==> config.mk <==
export PLATFORM = sky130hd
export DESIGN_NAME = shb_selector
export DESIGN_NICKNAME = d
export VERILOG_FILES = /design/src/shb_pkg.sv /design/src/shb_timer.sv /design/src/shb_selector.sv
export SDC_FILE = /design/constraint.sdc
export NUM_CORES = 1
export LEC_CHECK = 0
export ABC_AREA = 1
export BUFFER_PORTS_ARGS = -buffer_cell sky130_fd_sc_hd__buf_2
export CORE_ASPECT_RATIO = 1.5
export CORE_UTILIZATION = 41
export CTS_BUF_LIST = sky130_fd_sc_hd__clkbuf_8
export DETAILED_ROUTE_END_ITERATION = 8
export HOLD_SLACK_MARGIN = 0.06
export SLEW_MARGIN = 25
export SYNTH_ARGS = -nofsm -noshare
export SYNTH_HDL_FRONTEND = slang
export SYNTH_SLANG_ARGS = --single-unit
export TNS_END_PERCENT = 100
==> constraint.sdc <==
create_clock -name ref_clk -period 2.9 [get_ports ref_clk]
set_input_delay 0.58 -clock ref_clk [delete_from_list [all_inputs] [get_ports ref_clk]]
set_output_delay 0.58 -clock ref_clk [all_outputs]
set_load 0.05 [all_outputs]
==> src/shb_pkg.sv <==
// Contract
// RL1 - Host opens a shared-bus session with one wake token reaching every chip.
// RL2 - Pause command keeps only the chip whose selector equals its parameter awake.
// RL3 - Idle flag sends the one active chip idle; idle chips disregard it.
// RL4 - Host should finally wake all chips, then put them all to sleep.
// RL5 - Policy byte zero: selector updates always succeed, without any limit.
// RL6 - Nonzero policy, zero selector at lock: one nonzero selector write accepted.
// RL7 - Data-zone lock state never affects the selector update outcome.
// RL8 - Nonzero policy and selector after lock: every update refused, value kept.
// RL9 - Multi-byte arrays travel in index order, element zero first.
// RL10 - Two-byte parameters travel low-order byte first, then high-order byte.
// RL11 - Single-wire variant serializes every byte least significant bit first.
// RL12 - I2C variant serializes every byte most significant bit first.
// RL13 - Single-wire traffic stays at or below twenty-six kilobits per second.
// RL14 - I2C traffic stays at or below one megabit per second.
// RL15 - Interface variant fixed by the part; bytes above the link identical.
// RL16 - Failsafe watchdog forces low-power sleep on expiry, whatever is running.
// RL17 - An idle chip stays idle until the next wake token; idle flag is BB.
// RL18 - Idle or sleeping chips ignore all data tokens until a legal wake.
// RL19 - One-time policy: after a nonzero write, further updates error, value kept.
package shb_pkg;

  // ----------------------------------------------------------------
  // Flag bytes and command encodings
  // ----------------------------------------------------------------
  localparam logic [7:0] FLAG_CMD   = 8'h77;
  localparam logic [7:0] FLAG_XMIT  = 8'h88;
  localparam logic [7:0] FLAG_IDLE  = 8'hBB;
  localparam logic [7:0] FLAG_SLEEP = 8'hCC;
  localparam logic [7:0] OP_PAUSE   = 8'h01;
  localparam logic [7:0] OP_UPDATE  = 8'h20;
  localparam logic [7:0] STAT_OK    = 8'h00;
  localparam logic [7:0] STAT_ERR   = 8'h0F;
  localparam logic [7:0] SEL_RESET  = 8'h00;

  // ----------------------------------------------------------------
  // Command frame layout: opcode, param1, second_command_parameter low, second_command_parameter high
  // ----------------------------------------------------------------
  localparam logic [1:0] IDX_OPCODE = 2'h0;
  localparam logic [1:0] IDX_PARAM1 = 2'h1;
  localparam logic [1:0] IDX_P2_LO  = 2'h2;
  localparam logic [1:0] IDX_P2_HI  = 2'h3;
  localparam logic [2:0] BIT_LAST   = 3'h7;

  // ----------------------------------------------------------------
  // Timing
  // ----------------------------------------------------------------
  localparam int CLK_KHZ        = 125000;
  localparam int CLK_MHZ        = 125;
  localparam int SW_MAX_KBPS    = 26;
  localparam int I2C_MAX_KBPS   = 1000;
  localparam int SW_MIN_BIT_CYC = (CLK_KHZ + SW_MAX_KBPS - 1) / SW_MAX_KBPS;
  localparam int I2C_MIN_BIT_CYC = (CLK_KHZ + I2C_MAX_KBPS - 1) / I2C_MAX_KBPS;
  localparam int WDOG_TIME_US   = 1000;
  localparam int WDOG_CYC       = WDOG_TIME_US * CLK_MHZ;
  // Strap is latched once both synchroniser stages hold the pin level
  localparam logic [1:0] STRAP_LATCH_CNT = 2'h2;
  localparam logic [1:0] STRAP_DONE_CNT  = 2'h3;

  // ----------------------------------------------------------------
  // Carriers
  // ----------------------------------------------------------------
  typedef enum logic [1:0] {ST_SLEEP, ST_IDLE, ST_AWAKE} shb_state_type;

  typedef struct packed {
    logic       cfg_locked;
    logic [7:0] select_update_policy;
    logic [7:0] data_zone_lock_state;
  } shb_cfg_type;

  typedef struct packed {
    logic       valid;
    logic [7:0] code;
  } shb_resp_type;

endpackage

==> src/shb_timer.sv <==
`timescale 1ns/1ps
`default_nettype none
module shb_timer
  import shb_pkg::*;
(
  // Clock and reset
  input  wire logic        ref_clk,
  input  wire logic        reset_n,
  input  wire logic        ce,
  // Control
  input  wire logic        start,
  input  wire logic        stop,
  input  wire logic [31:0] load,
  // Status
  output logic             busy,
  output logic             done
);

  logic [31:0] cnt_ff;
  logic [31:0] nxt_cnt_ff;
  logic        done_ff;
  logic        nxt_done_ff;

  // ----------------------------------------------------------------
  // Down counter; start wins over stop so a restart is never lost
  // ----------------------------------------------------------------
  always_comb begin
    nxt_cnt_ff  = cnt_ff;
    nxt_done_ff = 1'b0;
    if (start) begin
      nxt_cnt_ff = load;
    end else if (stop) begin
      nxt_cnt_ff = 32'h0000_0000;
    end else if (cnt_ff != 32'h0000_0000) begin
      nxt_cnt_ff  = cnt_ff - 32'h0000_0001;
      nxt_done_ff = (cnt_ff == 32'h0000_0001);
    end
  end

  always_ff @(posedge ref_clk) begin
    if (!reset_n) begin
      cnt_ff  <= 32'h0000_0000;
      done_ff <= 1'b0;
    end else if (ce) begin
      cnt_ff  <= nxt_cnt_ff;
      done_ff <= nxt_done_ff;
    end
  end

  assign busy = (cnt_ff != 32'h0000_0000);
  assign done = done_ff;

endmodule
`default_nettype wire

==> src/shb_selector.sv <==
`timescale 1ns/1ps
`default_nettype none
module shb_selector
  import shb_pkg::*;
#(
  parameter int SW_BIT_CYC = SW_MIN_BIT_CYC,
  parameter int WDOG_CYCLES = WDOG_CYC
) (
  // Clock, reset, enable
  input  wire logic         ref_clk,
  input  wire logic         reset_n,
  input  wire logic         ce,
  // Part strap: high for the I2C variant
  input  wire logic         iface_i2c_pin,
  // Link receive tokens
  input  wire logic         wake_tok,
  input  wire logic         rx_bit_valid,
  input  wire logic         rx_bit,
  // Link transmit bits
  input  wire logic         tx_take,
  output logic              tx_bit,
  output logic              tx_pending,
  // Configuration
  input  wire shb_cfg_type  cfg,
  input  wire logic [7:0]   selector_init,
  // Status
  output logic              chip_awake,
  output logic              chip_idle,
  output logic              chip_asleep,
  output logic [7:0]        selector,
  output shb_resp_type      resp,
  output logic              rate_err
);

  // ----------------------------------------------------------------
  // Bit position within a byte for the fixed variant
  // ----------------------------------------------------------------
  function automatic logic [2:0] bit_pos(input logic i2c, input logic [2:0] n);
    bit_pos = i2c ? (BIT_LAST - n) : n;
  endfunction

  // ----------------------------------------------------------------
  // Strap synchroniser, captured once after reset release
  // ----------------------------------------------------------------
  logic       sync1_ff, sync2_ff, i2c_ff;
  logic       nxt_i2c_ff;
  logic [1:0] strap_cnt_ff, nxt_strap_cnt_ff;

  // Latch late enough that the reset value of the stages is never taken
  always_comb begin
    nxt_i2c_ff       = i2c_ff;
    nxt_strap_cnt_ff = strap_cnt_ff;
    if (strap_cnt_ff == STRAP_LATCH_CNT) begin
      nxt_i2c_ff = sync2_ff; // RL15
    end
    if (strap_cnt_ff != STRAP_DONE_CNT) begin
      nxt_strap_cnt_ff = 2'(strap_cnt_ff + 2'h1);
    end
  end

  always_ff @(posedge ref_clk) begin
    if (!reset_n) begin
      sync1_ff      <= 1'b0;
      sync2_ff      <= 1'b0;
      i2c_ff        <= 1'b0;
      strap_cnt_ff  <= 2'h0;
    end else if (ce) begin
      sync1_ff      <= iface_i2c_pin;
      sync2_ff      <= sync1_ff;
      i2c_ff        <= nxt_i2c_ff;
      strap_cnt_ff  <= nxt_strap_cnt_ff;
    end
  end

  // ----------------------------------------------------------------
  // State registers
  // ----------------------------------------------------------------
  shb_state_type state_ff, nxt_state_ff;
  logic [7:0]    shift_ff, nxt_shift_ff;
  logic [2:0]    bitcnt_ff, nxt_bitcnt_ff;
  logic          frame_ff, nxt_frame_ff;
  logic [1:0]    idx_ff, nxt_idx_ff;
  logic [7:0]    op_ff, nxt_op_ff;
  logic [7:0]    p1_ff, nxt_p1_ff;
  logic [7:0]    p2lo_ff, nxt_p2lo_ff;
  logic [7:0]    sel_ff, nxt_sel_ff;
  logic          sel_loaded_ff;
  logic [7:0]    txbyte_ff, nxt_txbyte_ff;
  logic          have_resp_ff, nxt_have_resp_ff;
  logic          txpend_ff, nxt_txpend_ff;
  logic [2:0]    txcnt_ff, nxt_txcnt_ff;
  logic          txbit_ff, nxt_txbit_ff;
  shb_resp_type  resp_ff, nxt_resp_ff;
  logic          rate_err_ff, nxt_rate_err_ff;

  // ----------------------------------------------------------------
  // Timers: bit-rate guard and failsafe watchdog
  // ----------------------------------------------------------------
  logic        rate_busy, wd_done, wd_start, wd_stop;
  logic        bit_acc;
  logic [31:0] rate_load;

  assign rate_load = i2c_ff ? 32'(I2C_MIN_BIT_CYC) : 32'(SW_BIT_CYC); // RL13 RL14

  shb_timer u_rate (
    .ref_clk (ref_clk),
    .reset_n (reset_n),
    .ce      (ce),
    .start   (bit_acc),
    .stop    (1'b0),
    .load    (rate_load),
    .busy    (rate_busy),
    .done    ()
  );

  shb_timer u_wdog (
    .ref_clk (ref_clk),
    .reset_n (reset_n),
    .ce      (ce),
    .start   (wd_start),
    .stop    (wd_stop),
    .load    (32'(WDOG_CYCLES)),
    .busy    (),
    .done    (wd_done)
  );

  // ----------------------------------------------------------------
  // Receive decode; bits arriving faster than the rate are dropped
  // ----------------------------------------------------------------
  logic       live, byte_done, exec_cmd, upd_ok;
  logic [7:0] rx_byte;

  assign live      = (state_ff == ST_AWAKE) && !wd_done && !wake_tok; // RL18
  assign bit_acc   = live && rx_bit_valid && !rate_busy;
  assign byte_done = bit_acc && (bitcnt_ff == BIT_LAST);
  assign exec_cmd  = byte_done && frame_ff && (idx_ff == IDX_P2_HI);
  // Lock state byte deliberately plays no part here
  assign upd_ok    = (cfg.select_update_policy == 8'h00) || !cfg.cfg_locked ||
                     ((sel_ff == 8'h00) && (p2lo_ff != 8'h00)); // RL5 RL6 RL7 RL8 RL19

  always_comb begin
    rx_byte = shift_ff;
    rx_byte[bit_pos(i2c_ff, bitcnt_ff)] = rx_bit; // RL11 RL12
  end

  // ----------------------------------------------------------------
  // Next-state logic for the session, frame and response
  // ----------------------------------------------------------------
  always_comb begin
    nxt_state_ff     = state_ff;
    nxt_shift_ff     = shift_ff;
    nxt_bitcnt_ff    = bitcnt_ff;
    nxt_frame_ff     = frame_ff;
    nxt_idx_ff       = idx_ff;
    nxt_op_ff        = op_ff;
    nxt_p1_ff        = p1_ff;
    nxt_p2lo_ff      = p2lo_ff;
    nxt_sel_ff       = sel_loaded_ff ? sel_ff : selector_init;
    nxt_txbyte_ff    = txbyte_ff;
    nxt_have_resp_ff = have_resp_ff;
    nxt_txpend_ff    = txpend_ff;
    nxt_txcnt_ff     = txcnt_ff;
    nxt_txbit_ff     = txbit_ff;
    nxt_resp_ff      = '{valid: 1'b0, code: resp_ff.code};
    nxt_rate_err_ff  = live && rx_bit_valid && rate_busy;
    wd_start         = 1'b0;
    wd_stop          = 1'b0;
    case (state_ff)
      ST_SLEEP, ST_IDLE: begin
        // Data tokens fall on the floor until a wake
        if (wake_tok) begin // RL17 RL18
          nxt_state_ff  = ST_AWAKE;
          nxt_bitcnt_ff = 3'h0;
          nxt_frame_ff  = 1'b0;
          nxt_txpend_ff = 1'b0;
          wd_start      = 1'b1;
        end
      end
      ST_AWAKE: begin
        if (wd_done) begin
          nxt_state_ff = ST_SLEEP; // RL16
          nxt_txpend_ff = 1'b0;
        end else if (bit_acc) begin
          nxt_shift_ff  = rx_byte;
          nxt_bitcnt_ff = 3'(bitcnt_ff + 3'h1);
        end
        if (byte_done && !frame_ff) begin
          case (rx_byte)
            FLAG_CMD: begin
              nxt_frame_ff = 1'b1;
              nxt_idx_ff   = IDX_OPCODE;
            end
            FLAG_IDLE: begin
              nxt_state_ff = ST_IDLE; // RL3
              wd_stop      = 1'b1;
            end
            FLAG_SLEEP: begin
              nxt_state_ff = ST_SLEEP;
              wd_stop      = 1'b1;
            end
            FLAG_XMIT: begin
              nxt_txpend_ff = have_resp_ff;
              nxt_txcnt_ff  = 3'h0;
              nxt_txbit_ff  = txbyte_ff[bit_pos(i2c_ff, 3'h0)]; // RL11 RL12
            end
            default: begin
              nxt_frame_ff = 1'b0;
            end
          endcase
        end else if (byte_done) begin
          // Frame bytes land in index order
          nxt_idx_ff = 2'(idx_ff + 2'h1); // RL9
          case (idx_ff)
            IDX_OPCODE: nxt_op_ff   = rx_byte;
            IDX_PARAM1: nxt_p1_ff   = rx_byte;
            IDX_P2_LO:  nxt_p2lo_ff = rx_byte; // RL10
            default:    nxt_frame_ff = 1'b0;
          endcase
        end
        if (exec_cmd) begin
          nxt_have_resp_ff = 1'b1;
          nxt_resp_ff.valid = 1'b1;
          nxt_resp_ff.code  = STAT_ERR;
          if (op_ff == OP_PAUSE) begin
            nxt_resp_ff.code = STAT_OK;
            if (p1_ff != sel_ff) begin
              nxt_state_ff      = ST_IDLE; // RL2
              nxt_resp_ff.valid = 1'b0;
              nxt_have_resp_ff  = 1'b0;
              wd_stop           = 1'b1;
            end
          end else if ((op_ff == OP_UPDATE) && upd_ok) begin
            nxt_sel_ff       = p2lo_ff; // RL5 RL6
            nxt_resp_ff.code = STAT_OK;
          end
          nxt_txbyte_ff = nxt_resp_ff.code;
        end
        if (tx_take && txpend_ff) begin
          nxt_txcnt_ff  = 3'(txcnt_ff + 3'h1);
          nxt_txpend_ff = (txcnt_ff != BIT_LAST);
          nxt_txbit_ff  = txbyte_ff[bit_pos(i2c_ff, 3'(txcnt_ff + 3'h1))]; // RL11 RL12
        end
      end
      default: begin
        nxt_state_ff = ST_SLEEP;
      end
    endcase
  end

  always_ff @(posedge ref_clk) begin
    if (!reset_n) begin
      state_ff      <= ST_SLEEP;
      shift_ff      <= 8'h00;
      bitcnt_ff     <= 3'h0;
      frame_ff      <= 1'b0;
      idx_ff        <= 2'h0;
      op_ff         <= 8'h00;
      p1_ff         <= 8'h00;
      p2lo_ff       <= 8'h00;
      sel_ff        <= SEL_RESET;
      sel_loaded_ff <= 1'b0;
      txbyte_ff     <= 8'h00;
      have_resp_ff  <= 1'b0;
      txpend_ff     <= 1'b0;
      txcnt_ff      <= 3'h0;
      txbit_ff      <= 1'b0;
      resp_ff       <= '0;
      rate_err_ff   <= 1'b0;
    end else if (ce) begin
      state_ff      <= nxt_state_ff;
      shift_ff      <= nxt_shift_ff;
      bitcnt_ff     <= nxt_bitcnt_ff;
      frame_ff      <= nxt_frame_ff;
      idx_ff        <= nxt_idx_ff;
      op_ff         <= nxt_op_ff;
      p1_ff         <= nxt_p1_ff;
      p2lo_ff       <= nxt_p2lo_ff;
      sel_ff        <= nxt_sel_ff;
      sel_loaded_ff <= 1'b1;
      txbyte_ff     <= nxt_txbyte_ff;
      have_resp_ff  <= nxt_have_resp_ff;
      txpend_ff     <= nxt_txpend_ff;
      txcnt_ff      <= nxt_txcnt_ff;
      txbit_ff      <= nxt_txbit_ff;
      resp_ff       <= nxt_resp_ff;
      rate_err_ff   <= nxt_rate_err_ff;
    end
  end

  // ----------------------------------------------------------------
  // Outputs
  // ----------------------------------------------------------------
  assign chip_awake  = (state_ff == ST_AWAKE);
  assign chip_idle   = (state_ff == ST_IDLE);
  assign chip_asleep = (state_ff == ST_SLEEP);
  assign selector    = sel_ff;
  assign resp        = resp_ff;
  assign rate_err    = rate_err_ff;
  assign tx_bit      = txbit_ff;
  assign tx_pending  = txpend_ff;
endmodule
`default_nettype wire

After elaboration in Yosys (flattened, before gate mapping). Index checks and enable logic that the tools add are counted.

Flip-flop bits (word level): 135. Logic and storage cells: 184. Output and inout port bits: 23. Input bits: 33.

Multiplexer cells: 70. Eq/ne operators: 24. Magnitude comparators: 4. Reductions and logical operators: 52. Bitwise gates (word level): 2. Add/subtract/negate cells: 8.

Operators with widths (number): two-way mux 32 bit (5); nonzero test 32 bit (2); subtractor 32 x 1 -> 32 bit, second input constant (2); two-way mux 8 bit (5); equality test 32 x 1 -> 1 bit, second input constant (1); two-way mux 1 bit (27); two-way mux 3 bit (9); equality test 8 bit, second input constant (3); AND reduction 5 bit (4); two-way mux 2 bit (9); two-way mux 9 bit (2); logical NOT 8 bit (2); logical AND 1 bit (13); two-way mux 13 bit (1); less-than comparator 3 x 4 -> 1 bit, second input constant (3); AND reduction 4 bit (3); AND reduction 2 bit (5); nonzero test 2 bit (5); bitwise mux 8 bit (1); equality test 2 bit, second input constant (4); equality test 8 x 1 -> 1 bit, second input constant (1); equality test 8 x 6 -> 1 bit, second input constant (1); equality test 8 x 7 -> 1 bit, second input constant (1); two-way mux 4 bit (2); other kinds (27) (49).

Longest topological paths before layout.
Depth in word-level cells: 17. Mapped depth: 18.

By module. From an unflattened synthesis, not the netlist that was laid out.

Cells, all modules: 1461. Area, all modules: 8760.9 um2.

Modules (own cells, without submodules): shb_selector (cells each 488, seq. area each 1261.2 um2, area an instance 3520.9 um2, instances 1); shb_timer (u_rate) (cells each 485, seq. area each 660.6 um2, area an instance 2646.3 um2, instances 1); shb_timer (u_wdog) (cells each 488, seq. area each 660.6 um2, area an instance 2593.7 um2, instances 1).

Worst setup path after synthesis. Ideal clock, no wire load.

Kind: register to register. Start: register state_ff[1]. End: register u_wdog.cnt_ff[2]. Buffers on the path: 2. Setup slack: 0.651 ns. Data arrival time: 2.136 ns. Required time: 2.787 ns. Stages on the path, launching flop included: 17. Cell sequence: dfxtp_1 > inv_2 > nor2_4 > inv_2 > or2_4 > nor2_8 > nand3_4 > nor2_4 > nand3_1 > nand3_2 > buf_6 > inv_2 > nand2_2 > buf_6 > nor2_1 > nor2_1 > nor2_1.

Word-level cells in the longest chain between the ends: 14. Elaborated cells on any way between the ends: 22. Those cells by class: eq/ne: 2; mux: 8; reduce/logical: 12.

RTL lines: start: declaration (RTL line shb_selector.sv:78) `shb_state_type state_ff, nxt_state_ff;`; start signal: assignment (RTL line shb_selector.sv:270) `state_ff <= nxt_state_ff;`; equality test 2 bit (*); net chip_awake (RTL line shb_selector.sv:27) `output logic chip_awake,`; logical AND 1 bit (2 in series) (RTL line shb_selector.sv:133) `assign live = (state_ff == ST_AWAKE) && !wd_done && !wake_tok;`; logical AND 1 bit (2 in series) (RTL line shb_selector.sv:134) `assign bit_acc = live && rx_bit_valid && !rate_busy;`; logical AND 1 bit (RTL line shb_selector.sv:135) `assign byte_done = bit_acc && (bitcnt_ff == BIT_LAST);`; logical AND 1 bit (RTL line shb_selector.sv:187) `if (byte_done && !frame_ff) begin`; two-way mux 1 bit (RTL line shb_selector.sv:187); two-way mux 1 bit (RTL line shb_selector.sv:226) `if (p1_ff != sel_ff) begin`; two-way mux 1 bit (RTL line shb_selector.sv:224) `if (op_ff == OP_PAUSE) begin`; two-way mux 1 bit (RTL line shb_selector.sv:220) `if (exec_cmd) begin`; two-way mux 1 bit (*) (RTL line shb_selector.sv:168) `case (state_ff)`; nonzero test 3 bit (no line) / two-way mux 32 bit (equally long branches); AND reduction 2 bit (no line) / two-way mux 32 bit (equally long branches); end signal: assignment (RTL line shb_timer.sv:45) `cnt_ff <= nxt_cnt_ff;`; end: declaration (RTL line shb_timer.sv:19) `logic [31:0] cnt_ff;`.

The timed path passes the listed nets; every way through them passes the cells marked *. A chain may end at the register's enable or synchronous reset.

Final worst setup path.
Start: register u_rate.cnt_ff[0]. End: register u_rate.cnt_ff[28].

Word-level cells in the longest chain between the ends: 5. Elaborated cells on any way between the ends: 8. Those cells by class: add/sub: 1; mux: 2; reduce/logical: 5.

RTL lines (RTL line): start: declaration (shb_timer.sv:19); start signal: assignment (shb_timer.sv:45); parallel branches: the longest is 5 deep, another holds subtractor 32 x 1 -> 32 bit.

Several ways; the timed one is not identified. The select of a mux whose other input is x is not followed.

==> results.txt <==
* Status: complete, no violations
* Worst R2R Path Depth: 12
- Based on the critical path, the design can be clocked at up to roughly 400 MHz.
* Count of boundary I/O pins: 56
* Count of instances resized after the clock tree is built: 0
- Overall overflow remaining after global route: 0
- Power spread over the standard cell area amounts to slightly below 800 mW/mm^2.
* Worst setup margin: around 0.36 ns
* Clock buffers created by TritonCTS: 17
- Total negative slack for setup checks: 0 ns
- Maximum number of pins on one net before global-route repair: 56
* Clock Tree Buf Depth: 2
* Class of the tightest hold or removal check: in2reg
- Number of warnings reported in the yosys synthesis log: 0
- Setup repair after global routing left no endpoint under its margin.
* Total wirelength of the detailed-routed design: approximately 19,000 um
- Startpoint Class: flop
- Total setup violations reported at the end of the flow: 0
- First-pass iteration count of the detailed router: 7
- Sorting the synthesized cells by area gives the leading types as dfxtp_1, nand2_1, nor2_1.
- Leading cell type in the layout, fill and taps excluded: nand2_1
* Wire length of the first global-routing pass: between 30,000 and 40,000 um
* Sequential cell area: about 0.0026 sq mm
- CP Launch Point: u_rate.cnt_ff[0]
* Area of the core: about 0.018 sq mm
- The worst setup path is of the reg2reg kind.
- Total power: 0.00672 W
- Cell type with the largest total area after synthesis: dfxtp_1
- Measured along the y axis, the die boundary spans between 150 and 200 um.
* Initial antenna violation count: 0
* Die Area: 0.0191 sq mm
- For this run, design rule violations remaining after detail routing come to 0.
- The multi-input combinational cells in the finished layout cover a total of 0.00433 sq mm.
- For this block, the initial DRC count from the detailed router was roughly 330.
- Floorplan row count: 60
- Slowest-stage cell, CP: nor2_1
- Data required time of the critical path: 3.30 ns
- Cells after DPL: about 1,400
- The count of nets left with antenna violations once routing finished came out at 0.
- Vias per inst: 4.97
- For this design, the CTS-stage hold fixing added 0 buffers.
- Post-Synthesis Cells: roughly 1,200
- The clock reaches the later pin of the worst-skew pair after ~0.45 ns.
- Antenna cells: 0
* HPWL reported at the end of detailed placement: 13,900 um
- The worst setup path is captured at a flop.
- After synthesis, the netlist uses 42 different library cells.
- Relative to the synthesized area, the layout overhead comes to 12.2%.
- After synthesis, the share of flip-flops with an asynchronous set or reset is 0%.
* Slew at the pin closest to its max-slew limit: approximately 0.94 ns
- After the last flow step, the layout net total stands at about 1,300.
- Clock slew seen by the registers of the worst setup and hold paths: approximately 0.090 ns
- During placement, the flow inserted port buffers numbering 43.
- The share of synthesized area in the top cell type comes to between 30% and 40%.
- Commonest non-fill, non-tap cells in the layout: nand2_1, nor2_1, dfxtp_1
- Weighted congestion reported at the end of routability-driven placement: around 0.85
* Total via count after detailed routing: just over 7,000
- Cell Area, Synth: 0.00758 sq mm
- Mean cell area of the mapped netlist: roughly 6.4 sq um
- The die is 113 um wide.
* Leakage power summed over all cells: between 4 and 5 nW
- In the final routed layout, each cell accounts on average for about 13 um.
- The tree is rooted in a clkbuf_8.
- EDFF count, synth: 0
* Worst setup endpoint: u_rate.cnt_ff[28]
- The clock drives 128 sinks.
- Counting buffers and inverters, the worst setup path is 12 cells deep.
- Main synth FF type: dfxtp_1
* Number of global-route vias before repair: ~6,700
- All-layer global routing usage: approximately 21%
- The worst register-to-register path ends at u_rate.cnt_ff[28].
- Summing the sequential cell areas from Yosys gives between 30% and 40% of the chip area.
- Count of H-tree levels built during CTS: 4
- Worst stage delay on the critical path: 0.71 ns
* Number of max-cap violations: 0
- The layout has roughly 1,900 filler cells.
* Share of layout cells above drive strength 1: 11.4%
* Remaining max-slew budget at the tightest pin: a little under two fifths
- Along the worst path, the maximum fanout reaches 15.
- Final standard cell count with taps included and fillers excluded: about 1,500
- CTS tree: built
- The final max-slew violation count was 0.
- # Post-CTS Setup Buffers: 0
* Fin crit share: 87.7%
- The final number of hold-violating endpoints was 0.
* Worst slack, placed: 0.198 ns
- Synth Register Bits: approximately 130
* CP delay by family, top: simple AND/OR/NAND/NOR gates
- Data arrival time at the worst-slack endpoint: between 2 and 3 ns
- Maximum ir drop on the vdd rail: roughly 0.32 mV
* Starting density of the core: 42.1%
- The worst register-to-register path begins at u_rate.cnt_ff[0].
- Across all register-to-register paths, the minimum setup slack is approximately 0.36 ns.
- Final critical path time including I/O delays and setup: 2.54 ns
* Critical path buffers and inverters: 3
* Clock Skews: between 0.015 and 0.02 ns
- Traced cell by cell, the critical path runs through inv_1, ha_1, nand2_1, nor2_1, nand2_1, nor2_2, inv_1, nor2_1, nor2_1, inv_1, a21oi_1, o21a_1.
## tightest hold or removal path: cells and delay by family
kind                   cells  cell delay, ns
buffers and inverters      1            0.09
and+or+nand+nor            2            0.12
## area by class of cell
cell class	instances	area share (%)
Inverter	132	5.82
Multi-Input combinational cell	881	50.8
Clock inverter	15	2.35
Timing Repair Buffer	67	4.94
Clock buffer	17	2.75
Tap cell	217	3.19
Sequential cell	128	30.1
## Yosys cell counts, types with 2 or more instances
master,number
nor2_2,4
nor4_1,9
buf_2,6
nor3b_1,4
nor2_4,8
nand3_2,2
ha_1,15
o21a_1,3
a221oi_1,4
and3_1,4
o21ai_1,2
nor3_1,21
or2_2,4
nand2_4,2
o21ai_2,3
xor2_1,30
nand4_1,18
clkbuf_1,15
dfxtp_1,128
inv_1,123
buf_4,11
buf_1,4
a21oi_1,71
o21ai_0,54
o211ai_1,3
nor2_1,226
nand3_1,63
nand2_2,8
inv_2,8
a211oi_1,19
a22oi_1,2
buf_6,3
a31oi_1,3
xnor2_1,12
nand2_1,278
## kinds of logic (layout without fill, tap and decap cells)
kind of cell,after synthesis,in the layout,share of synthesized area [%]
XOR/XNOR,42,42,4.85
other,1,4,0.0494
AND/OR/NAND/NOR,655,655,37.2
buffers and inverters,171,231,9.40
flip-flops,128,128,33.8
adder cells (fa/ha/maj),15,15,2.47
AO/OA/AOI/OAI,165,165,12.2
## stage by stage
step / util (%) / hold slack [ns] / area, sq um
2_1_floorplan: - / 0.441 / 7590
5_1_grt: 47.2 / 0.398 / 8510
3_5_place_dp: 44.8 / 0.457 / 8080
3_3_place_gp: 44.8 / 0.450 / 8080
4_1_cts: 47.2 / 0.354 / 8510
6_report: 47.2 / 0.385 / 8510
## how the worst min path moves through the flow
stage	slack [ns]	end	cells after the start	from
CTS	0.35	sync1_ff	3	iface_i2c_pin
finish	0.39	sync1_ff	3	iface_i2c_pin
floorplan	0.44	u_rate.cnt_ff[1]	2	u_rate.cnt_ff[1]
detailed placement	0.46	resp[8]	2	resp[8]
global route	0.40	sync1_ff	3	iface_i2c_pin
global placement	0.45	u_rate.cnt_ff[1]	2	u_rate.cnt_ff[1]
## state kept, by name, indices dropped and copies added, names as in the netlist, 3 cells and up
name and count:
u_rate.cnt_ff 32, txcnt_ff 3, shift_ff 8, p2lo_ff 8, p1_ff 8, selector 8
u_wdog.cnt_ff 32, bitcnt_ff 3, op_ff 8
## routing by layer
layer / routed length [um] / part of all wire (%) / up-vias / global-route usage [%]
li1: - / - / 3861 / -
met1: 8420 / 45 / 3287 / 24.6
met2: 9660 / 51 / 79 / 37.5
met3: 470 / 2.5 / 17 / 3.51
met4: 258 / 1.4 / 0 / 6.35
met5: 0 / 0 / - / 0
## power breakdown
group | total [W] | internal [W] | switching, W
logic | 0.00273 | 0.000957 | 0.00178
clock network | 0.00171 | 0.000882 | 0.000829
registers | 0.00228 | 0.00203 | 0.000251
total | 0.00672 | 0.00387 | 0.00285
Power figures use the tool's default switching activity.
